### config.mk
export PLATFORM = sky130hd
export DESIGN_NAME = drive_boot_config_select
export DESIGN_NICKNAME = d
export VERILOG_FILES = /design/src/shared/boot_cfg_pkg.sv /design/src/shared/boot_if.sv /design/src/design/drive_boot_config_select.sv /design/src/design/strap_sampler.sv /design/src/design/axis_id_resolve.sv
export SDC_FILE = /design/constraint.sdc
export NUM_CORES = 1
export LEC_CHECK = 0
export BUFFER_PORTS_ARGS = -buffer_cell sky130_fd_sc_hd__buf_2
export CAP_MARGIN = 0
export CORE_MARGIN = 3
export CORE_UTILIZATION = 46
export CTS_CLUSTER_DIAMETER = 100
export DETAILED_ROUTE_END_ITERATION = 12
export PLACE_DENSITY = 0.72
export SLEW_MARGIN = 20
export SYNTH_ARGS = -nofsm -noshare
export SYNTH_HDL_FRONTEND = slang
export SYNTH_SLANG_ARGS = --single-unit
### constraint.sdc
create_clock -name mclk -period 1.5 [get_ports mclk]
set_input_delay 0.3 -clock mclk [delete_from_list [all_inputs] [get_ports mclk]]
set_output_delay 0.3 -clock mclk [all_outputs]
set_load 0.05 [all_outputs]
### src/shared/boot_cfg_pkg.sv
`default_nettype none
package boot_cfg_pkg;
   // apb register byte offsets
   localparam logic [7:0] OFS_STATUS    = 8'h00; // boot state, read only
   localparam logic [7:0] OFS_SW_ID     = 8'h04; // software axis id
   localparam logic [7:0] OFS_NV_WORD   = 8'h08; // first nonvolatile word
   localparam logic [7:0] OFS_IRQ_STAT  = 8'h0C; // sticky events, w1c
   localparam logic [7:0] OFS_IRQ_MASK  = 8'h10; // event enables
   localparam logic [7:0] OFS_PROG_VAL  = 8'h14; // program valid, bit 0 read/write
   // nonvolatile word address and the autorun cancel value
   localparam logic [15:0] NV_WORD_ADDR    = 16'h4000;
   localparam logic [15:0] AUTORUN_CANCEL  = 16'h0001;
   // axis identifier constants
   localparam logic [7:0] ID_VENDOR_ZERO  = 8'hFF; // switch 0, vendor
   localparam logic [7:0] ID_CANOPEN_ZERO = 8'h7F; // switch 0, canopen
   localparam logic [8:0] SW_ID_HW_SELECT = 9'h100; // hardware select
   // over-voltage limit in millivolts
   localparam logic [15:0] OV_LIMIT_MV = 16'hCF08; // 53000 mv
   // status field positions
   localparam int ST_CANOPEN = 0;
   localparam int ST_AUTORUN = 1;
   localparam int ST_RUNNING = 2;
   localparam int ST_OV_TRIP = 3;
   localparam int ST_ID_LSB  = 8;
   // event bit positions
   localparam int EV_PROG_START = 0;
   localparam int EV_OV_TRIP    = 1;
   localparam int EV_NUM        = 2;
   // boot sequencer states
   typedef enum logic [1:0] {
      BOOT_SAMPLE = 2'b00,
      BOOT_SLAVE  = 2'b01,
      BOOT_WAIT   = 2'b10,
      BOOT_RUN    = 2'b11
   } boot_state_e;
endpackage
`default_nettype wire

### src/shared/boot_if.sv
`default_nettype none
// latched straps passed from sampler to identifier logic
interface boot_if;
   logic       canopen;     // protocol latched as canopen
   logic [3:0] switch_val;  // latched axis id switch
   logic       latched;     // straps captured
   modport src (output canopen, output switch_val, output latched);
   modport dst (input canopen, input switch_val, input latched);
endinterface
`default_nettype wire

### src/design/drive_boot_config_select.sv
// Overview of operation
// [RULE1] ground selects canopen, else vendor protocol
// [RULE2] protocol comes only from the pin
// [RULE3] vendor protocol boots into autorun by default
// [RULE4] autorun starts valid program at motor supply
// [RULE5] writing 0001 at word 4000 cancels autorun
// [RULE6] grounding select pin leaves autorun mode; code leaves only from BOOT_WAIT, BOOT_RUN ignores the pin
// [RULE7] canopen never starts a program automatically
// [RULE8] host may then invalidate the stored program
// [RULE9] no valid program means slave mode
// [RULE10] axis switch read as four bit value
// [RULE11] switch zero gives 255 or 127
// [RULE12] software identifier overrides the switch
// [RULE13] switch used only when software at hardware
// [RULE14] no switch behaves like switch zero
// [RULE15] both select pins must agree; board model grounds the net if either pin is grounded
// [RULE16] supply above 53 volts disables power stage
// [RULE17] straps sampled once at reset release
`default_nettype none
module drive_boot_config_select
   import boot_cfg_pkg::*;
#(
   parameter bit HAS_SWITCH = 1'b1  // switch fitted on this variant
)(
   input  wire logic        mclk,
   input  wire logic        rst,
   input  wire logic        proto_sel_pin,
   input  wire logic [3:0]  axis_id_switch,
   input  wire logic        motor_supply_on,
   input  wire logic [15:0] motor_supply_mv,
   input  wire logic        psel,
   input  wire logic        penable,
   input  wire logic        pwrite,
   input  wire logic [7:0]  paddr,
   input  wire logic [31:0] pwdata,
   output logic             pready,
   output logic             pslverr,
   output logic      [31:0] prdata,
   output logic             canopen_selected,
   output logic      [7:0]  node_axis_identifier,
   output logic             program_run,
   output logic             power_stage_en,
   output logic             irq
);
   boot_if straps ();

   logic [7:0]  id_comb;          // resolved identifier
   logic [7:0]  id_reg;           // registered identifier
   logic        pin_s1_reg;       // live select pin stage 1
   logic        pin_s2_reg;       // live select pin stage 2
   logic        mot_s1_reg;       // motor supply stage 1
   logic        mot_s2_reg;       // motor supply stage 2
   logic [15:0] mv_s1_reg;        // voltage stage 1
   logic [15:0] mv_s2_reg;        // voltage stage 2
   boot_state_e state_reg;        // boot sequencer
   boot_state_e state_next;
   logic [8:0]  sw_id_reg;        // software axis id
   logic [8:0]  sw_id_next;
   logic [15:0] nv_word_reg;      // first nonvolatile word
   logic [15:0] nv_word_next;
   logic        prog_valid_reg;   // stored program valid
   logic        prog_valid_next;
   logic        ov_reg;           // over-voltage trip latched
   logic        ov_next;
   logic [EV_NUM-1:0] ist_reg;    // sticky events
   logic [EV_NUM-1:0] ist_next;
   logic [EV_NUM-1:0] imask_reg;  // event mask
   logic [EV_NUM-1:0] imask_next;
   logic [31:0] rdata_next;       // read data next
   logic [EV_NUM-1:0] events;     // event pulses this cycle
   logic        wr_en;            // apb write accepted
   logic        rd_en;            // apb read accepted
   logic        hit;              // mapped address
   logic        autorun_ok;       // autorun allowed this boot
   logic        over_limit;       // supply above trip level

   // strap capture
   strap_sampler u_sampler (
      .mclk           (mclk),
      .rst            (rst),
      .proto_sel_pin  (proto_sel_pin),
      .axis_id_switch (axis_id_switch),
      .straps         (straps)
   );

   // identifier mapping
   axis_id_resolve u_resolve (
      .straps               (straps),
      .has_switch           (HAS_SWITCH),
      .sw_id_setting        (sw_id_reg),
      .node_axis_identifier (id_comb)
   );

   // apb decode, zero wait states
   assign pready = 1'b1;
   assign wr_en  = psel & penable & pwrite;
   // read data loads in setup so it stands through the access phase
   assign rd_en  = psel & ~penable & ~pwrite;
   always_comb begin
      unique case (paddr)
         OFS_STATUS, OFS_SW_ID, OFS_NV_WORD,
         OFS_IRQ_STAT, OFS_IRQ_MASK, OFS_PROG_VAL: hit = 1'b1;
         default:                                   hit = 1'b0;
      endcase
   end
   assign pslverr = psel & penable & ~hit; // unmapped address errors

   // supply threshold
   assign over_limit = mv_s2_reg > OV_LIMIT_MV; // see [RULE16]

   // autorun only under vendor protocol, uncancelled, pin not grounded
   assign autorun_ok = ~straps.canopen // see [RULE3] [RULE7]
                     & (nv_word_reg != AUTORUN_CANCEL) // see [RULE5]
                     & pin_s2_reg; // see [RULE6]

   // boot sequencer next state
   always_comb begin
      state_next = state_reg;
      unique case (state_reg)
         BOOT_SAMPLE: begin
            if (straps.latched) begin
               if (autorun_ok) // see [RULE3]
                  state_next = BOOT_WAIT;
               else // canopen, cancelled or pin grounded
                  state_next = BOOT_SLAVE;
            end
         end
         BOOT_WAIT: begin
            // program validity is judged when the motor supply comes up
            if (!autorun_ok) // see [RULE6] [RULE8]
               state_next = BOOT_SLAVE;
            else if (mot_s2_reg && !ov_reg) begin
               if (prog_valid_reg) // see [RULE4]
                  state_next = BOOT_RUN;
               else // see [RULE9]
                  state_next = BOOT_SLAVE;
            end
         end
         BOOT_RUN: begin
            if (straps.canopen) // see [RULE7]
               state_next = BOOT_SLAVE;
         end
         BOOT_SLAVE: begin
            state_next = BOOT_SLAVE; // stays until reset
         end
      endcase
   end

   // register writes and events
   always_comb begin
      sw_id_next      = sw_id_reg;
      nv_word_next    = nv_word_reg;
      prog_valid_next = prog_valid_reg;
      imask_next      = imask_reg;
      ov_next         = ov_reg | over_limit; // see [RULE16]
      events          = '0;
      events[EV_PROG_START] = (state_reg == BOOT_WAIT) &&
                              (state_next == BOOT_RUN);
      events[EV_OV_TRIP]    = over_limit & ~ov_reg;
      ist_next = ist_reg;
      if (wr_en) begin
         unique case (paddr)
            OFS_SW_ID:    sw_id_next = pwdata[8:0];
            OFS_NV_WORD:  nv_word_next = pwdata[15:0]; // see [RULE5]
            OFS_IRQ_STAT: ist_next = ist_reg & ~pwdata[EV_NUM-1:0];
            OFS_IRQ_MASK: imask_next = pwdata[EV_NUM-1:0];
            OFS_PROG_VAL: prog_valid_next = pwdata[0]; // see [RULE8]
            default:      ; // status and protocol are read only
         endcase // see [RULE2]
      end
      ist_next = ist_next | events; // set wins over clear
   end

   // read mux
   always_comb begin
      rdata_next = prdata;
      if (rd_en) begin
         unique case (paddr)
            OFS_STATUS: begin
               rdata_next = 32'h0000_0000;
               rdata_next[ST_CANOPEN] = straps.canopen;
               rdata_next[ST_AUTORUN] = (state_reg == BOOT_WAIT) ||
                                        (state_reg == BOOT_RUN);
               rdata_next[ST_RUNNING] = state_reg == BOOT_RUN;
               rdata_next[ST_OV_TRIP] = ov_reg;
               rdata_next[ST_ID_LSB +: 8] = id_reg;
            end
            OFS_SW_ID:    rdata_next = {23'h0, sw_id_reg};
            OFS_NV_WORD:  rdata_next = {16'h0, nv_word_reg};
            OFS_IRQ_STAT: rdata_next = {30'h0, ist_reg};
            OFS_IRQ_MASK: rdata_next = {30'h0, imask_reg};
            OFS_PROG_VAL: rdata_next = {31'h0, prog_valid_reg};
            default:      rdata_next = 32'h0000_0000;
         endcase
      end
   end

   // state registers
   always_ff @(posedge mclk) begin
      pin_s1_reg <= proto_sel_pin;
      pin_s2_reg <= pin_s1_reg;
      mot_s1_reg <= motor_supply_on;
      mot_s2_reg <= mot_s1_reg;
      mv_s1_reg  <= motor_supply_mv;
      mv_s2_reg  <= mv_s1_reg;
      if (rst) begin
         state_reg      <= BOOT_SAMPLE;
         sw_id_reg      <= SW_ID_HW_SELECT;
         nv_word_reg    <= 16'h0000;
         prog_valid_reg <= 1'b0;
         ov_reg         <= 1'b0;
         ist_reg        <= '0;
         imask_reg      <= '0;
         prdata         <= 32'h0000_0000;
         id_reg         <= 8'h00;
      end else begin
         state_reg      <= state_next;
         sw_id_reg      <= sw_id_next;
         nv_word_reg    <= nv_word_next;
         prog_valid_reg <= prog_valid_next;
         ov_reg         <= ov_next;
         ist_reg        <= ist_next;
         imask_reg      <= imask_next;
         prdata         <= rdata_next;
         id_reg         <= id_comb;
      end
   end

   // outputs
   assign canopen_selected     = straps.canopen; // see [RULE1]
   assign node_axis_identifier = id_reg;
   assign program_run          = state_reg == BOOT_RUN;
   assign power_stage_en       = ~ov_reg; // see [RULE16]
   assign irq                  = |(ist_reg & imask_reg);
endmodule
`default_nettype wire

### src/design/strap_sampler.sv
`default_nettype none
// synchronises the straps and captures them once after reset release
module strap_sampler
   import boot_cfg_pkg::*;
(
   input  wire logic       mclk,
   input  wire logic       rst,
   input  wire logic       proto_sel_pin,
   input  wire logic [3:0] axis_id_switch,
   boot_if.src             straps
);
   logic [4:0] sync1_reg;   // first synchroniser stage
   logic [4:0] sync2_reg;   // second synchroniser stage
   logic [4:0] held_reg;    // captured straps
   logic [4:0] held_next;
   logic       done_reg;    // capture done
   logic       done_next;

   // capture once, hold until next reset
   always_comb begin
      held_next = held_reg;
      done_next = done_reg;
      if (!done_reg) begin // see [RULE17]
         held_next = sync2_reg;
         done_next = 1'b1;
      end
   end

   // registers
   always_ff @(posedge mclk) begin
      sync1_reg <= {proto_sel_pin, axis_id_switch};
      sync2_reg <= sync1_reg;
      if (rst) begin
         held_reg <= 5'h10;
         done_reg <= 1'b0;
      end else begin
         held_reg <= held_next;
         done_reg <= done_next;
      end
   end

   // pin grounded means canopen, floating or high means vendor
   assign straps.canopen    = ~held_reg[4]; // see [RULE1]
   assign straps.switch_val = held_reg[3:0]; // see [RULE10]
   assign straps.latched   = done_reg;
endmodule
`default_nettype wire

### src/design/axis_id_resolve.sv
`default_nettype none
// maps switch and software setting to the node axis identifier
module axis_id_resolve
   import boot_cfg_pkg::*;
(
   boot_if.dst             straps,
   input  wire logic       has_switch,
   input  wire logic [8:0] sw_id_setting,
   output logic      [7:0] node_axis_identifier
);
   logic [3:0] eff_switch; // switch value seen, zero if absent

   // switch position to identifier
   function automatic logic [7:0] map_id(input logic [3:0] sw,
                                         input logic canopen);
      if (sw == 4'h0)
         map_id = canopen ? ID_CANOPEN_ZERO : ID_VENDOR_ZERO;
      else
         map_id = {4'h0, sw};
   endfunction

   // resolve identifier
   always_comb begin
      eff_switch = has_switch ? straps.switch_val : 4'h0; // see [RULE14]
      if (sw_id_setting == SW_ID_HW_SELECT) // see [RULE13]
         node_axis_identifier = map_id(eff_switch, straps.canopen);
      else // see [RULE12]
         node_axis_identifier = sw_id_setting[7:0];
   end // see [RULE11]
endmodule
`default_nettype wire

# [Word level (Yosys, flattened, before mapping)]
# Cells that the tools add are included.
[totals] regBits=125 input_bits=67 output_inout_bits=46 word_cells=77
[classes] n_lt_le_gt_ge=1 eq_ne=11 mux=15 n_bitwise=18 reduce_logical=13
[ops] op="16-bit case mux with 6 select lines" count=1
[ops] op="8-bit two-way mux" count=3
[ops] op="8-bit by 4-bit equality test with 1-bit output, second input constant" count=2
[ops] op="8-bit by 5-bit equality test with 1-bit output, second input constant" count=2
[ops] op="16-bit greater-than comparator, second input constant" count=1
[ops] op="2-bit two-way mux" count=8
[ops] op="16-bit by 1-bit inequality test with 1-bit output, second input constant" count=1
[ops] op="9-bit equality test, second input constant" count=1
[ops] op="1-bit bitwise AND" count=8
[ops] op="8-bit by 3-bit equality test with 1-bit output, second input constant" count=1
[ops] op="8-bit logical NOT" count=1
[ops] op="2-bit case mux with 4 select lines" count=1
[ops] op="2-bit AND reduction" count=4
[ops] op="2-bit equality test, second input constant" count=3
[ops] op="6-bit OR reduction" count=1
[ops] op="1-bit inverter" count=5
[ops] op="2-bit bitwise AND" count=2
[ops] op="4-bit logical NOT" count=1
[ops] op="2-bit by 1-bit equality test with 1-bit output, second input constant" count=1
[ops] op="1-bit logical AND" count=2
[ops] op="2-bit logical NOT" count=1
[ops] op="1-bit two-way mux" count=2
[ops] op="2-bit inverter" count=1
[ops] op="2-bit bitwise OR" count=1
[ops] op="other kinds (4)" count=4

# [Logic depth before layout (Yosys ltp)]
[logic_depth] word_depth=9 depth_mapped=7

# [Hierarchy]
# A second synthesis with hierarchy kept.
[unflattened] cells_unflattened=371 area_unflattened_um2=3878.7
[modules_own_cells] mod="drive_boot_config_select" n_inst=1 cells_each=318 area_each_um2=3290.7 seq_area_each_um2=1861.8
[modules_own_cells] mod="strap_sampler" n_inst=1 cells_each=33 area_each_um2=437.9 seq_area_each_um2=320.3
[modules_own_cells] mod="axis_id_resolve" n_inst=1 cells_each=20 area_each_um2=150.1 seq_area_each_um2=0.0

# [Least setup slack after synthesis]
# OpenSTA, ideal clock, no wires.
[synth_timing] path_type="input-to-output" start="in paddr[3]" end="out pslverr" arrival_ps=1324 t_required_ps=1200 setup_slack_ps=-124 cell_stages=3 path_buffers=1 path_cell_list="buf_2 > nand2_1 > a21oi_1"
[synth_via] elab_chain_len=5
[synth_rtl] element="from (decl)" line="drive_boot_config_select.sv:34" rtl="input wire logic [7:0] paddr,"
[synth_rtl] element="8-bit by 5-bit equality test with 1-bit output (tied with other cells)" line="drive_boot_config_select.sv:100" rtl="unique case (paddr)"
[synth_rtl] element="6-bit OR reduction *" line="drive_boot_config_select.sv:100"
[synth_rtl] element="1-bit two-way mux *" line="drive_boot_config_select.sv:100"
[synth_rtl] element="1-bit inverter *" line="drive_boot_config_select.sv:106" rtl="assign pslverr = psel & penable & ~hit;"
[synth_rtl] element="1-bit bitwise AND *" line="drive_boot_config_select.sv:106"
[synth_rtl] element="to (decl)" line="drive_boot_config_select.sv:37" rtl="output logic pslverr,"
# Every way passes the cells marked *; elsewhere a longest branch is shown, timed or not.

# [Final worst setup path]
[layout_timing] start="in paddr[5]" end="out pslverr"
# Same word-level chain as after synthesis.

==> out/qor.csv <==
metric,value,unit
design_area,4552,um2
n_antenna_cell,0,
grt_pass1_vias,2809,
synth_edf_count,0,
avgSynthCellArea,9.869,um2
synthArstFlopShare,0,
drive_gt1_frac,0.2801,
cap_violations,0,
place_congestion,0.8189,
cts_tree,done,
clk_pin_slew_worst_paths,0.10,ns
min_period,1.445,ns
status,finished clean,
clock-root-buffer,clkbuf_8,
antenna_found_initial,0,
drt_iter0_drc,158,
crit_path_end_kind,primary output,
nNetsFinal,544,
grt_max_degree,57,
yosys_register_bits,107,
die_h,96.65,um
dieArea,9341,um2
worstSetupPathType,input port to primary output,
clk_latency,0.37,ns
syn_area,3780,um2
synthMuxAreaShare,0.08077,
grt_pass1_wl,13.22,mm
ys_types,46,
period_share,0.9634,
gr-usage-all-layers,0.1720,
fmax,0.6920,GHz
synth_compound_area_frac,0.1082,
reg2reg_slack,0.14,ns
clk_path_buf_depth,2,
crit_path_start_kind,input port,
hold_ws,0.02313,ns
yosysWarnings,0,
yosys.area_share.simple,0.1738,
wl_per_cell,13.50,um
crit_arrival,1.15,ns
die-width,96.65,um
vias,2922,
synthXorXnorAreaFrac,0,
dp_hpwl,5.819,mm
cts.sinks,107,
rsz0062_at_grt,no,
portBuffers,79,
power_density,1133,nW/um2
overflow,0,
setup_viol,0,
start_util,0.4817,
layout.cells.non_filler,584,
synth_top_family_by_area,simple AND/OR/NAND/NOR gates,
dpl.cell_count,567,
final_util,0.5800,
final_cell_mix,"105 x dfxtp_1, 76 x buf_2, 57 x nand2_1",
synthToLayoutAreaGrowth,20.42,%
worst_slack,0.05488,ns
seq_area,2147,um2
numCtsBuffers,9,
dpl_cell_area,4344,um2
ir_worst_vdd,696.6,uV
routed_wl,7.884,mm
ctsHtreeMaxLevel,3,
finalHoldViolations,0,
finClkSkew,0.01154,ns
pre_cts_ws,-0.1230,ns
worstHoldPathType,input port to flop,
viasPerCell,5.003,
cp.required,1.20,ns
pin_count,113,
antenna_left,0,
synth-main-ff-cell,dfxtp_1,
slew_viol_final,0,
cp_max_fo,3,
n_fill_cell,711,
firstDrtPassIters,4,
p_leak,1.990,nW
synth_adder_area_share,0,
row_count,32,
layout_commonest_cell,dfxtp_1,
drc,0,
syn_inst,383,
multi_input_area,1446,um2
core_area,7848,um2
yosysSeqAreaShare,0.5667,
## synth_stat cells, types with 2 or more instances
library cell | number | share of area
mux2_2 | 2 | 0.0060
buf_4 | 19 | 0.038
nand3_1 | 9 | 0.012
nand4_1 | 7 | 0.012
clkbuf_1 | 10 | 0.0099
and2_1 | 3 | 0.0050
inv_1 | 9 | 0.0089
conb_1 | 2 | 0.0020
mux2i_1 | 26 | 0.069
o21ai_1 | 7 | 0.0093
nand3b_1 | 3 | 0.0060
a32oi_1 | 2 | 0.0046
nor2b_1 | 2 | 0.0033
a22o_1 | 5 | 0.012
buf_2 | 6 | 0.0079
nor3_1 | 4 | 0.0053
o31ai_1 | 2 | 0.0040
dfxtp_1 | 107 | 0.57
o2bb2ai_1 | 2 | 0.0046
nor2_1 | 25 | 0.025
nor4_1 | 5 | 0.0083
and4_1 | 2 | 0.0046
nand2_1 | 57 | 0.057
a21oi_1 | 36 | 0.048
o21ai_0 | 6 | 0.0079
nand4b_1 | 2 | 0.0046
nor4b_1 | 4 | 0.0093
## repair_timing
action                     in CTS  in global routing
cloned                          0                  0
setup endpoints to repair       2                  6
hold endpoints to repair        0                  1
hold buffers                    0                  1
setup buffers                   0                  0
resized for setup               3                  5
pin swaps                       0                  1
## critical path, stage by stage
cell and delay, ns:
buf_2 0.12, buf_4 0.13, nor4b_2 0.23, buf_4 0.16
a21oi_2 0.06, buf_6 0.15
## stage by stage
stage	total power, mW	setup TNS [ns]
CTS	5.203	0
floorplan	3.417	0
detailed placement	3.574	-2.596
finish	5.158	0
global route	5.376	0
global placement	3.565	-1.561
## metal layers
layer / track usage / up-vias / share of wire
li1: - / 1478 / -
met1: 0.2174 / 1339 / 0.44
met2: 0.2813 / 93 / 0.48
met3: 0.04975 / 12 / 0.067
met4: 0.05940 / 0 / 0.016
met5: 0 / - / 0
## final timing paths
path | cells after the start | from | endpoint
setup reg to reg | 4 | nv_word_reg[11] | state_reg[0]
hold / removal | 1 | motor_supply_on | mot_s1_reg
setup / recovery | 6 | paddr[5] | pslverr
hold reg to reg | 0 | mv_s1_reg[13] | mv_s2_reg[13]
## power breakdown
part           switching (mW)  leakage [nW]  internal, mW
sequential             0.0474         0.884          2.94
clock                    1.01        0.0967         0.634
combinational           0.352          1.01         0.170
## area by class of cell
type                            instances  share of cell area
Inverter                                9            0.007422
Tap cell                              102             0.02804
Clock buffer                            9             0.02721
Clock inverter                          7             0.01237
Timing Repair Buffer                  105              0.1355
Multi-Input combinational cell        245              0.3178
Sequential cell                       107              0.4717
## cells by family after synthesis
| group | after synthesis |
|---|---|
| AOI/OAI and AO/OA | 68 |
| buffers and inverters | 46 |
| DFF | 107 |
| muxes | 29 |
| other | 2 |
| and+or+nand+nor | 131 |
(Power assumes the default switching activity.)
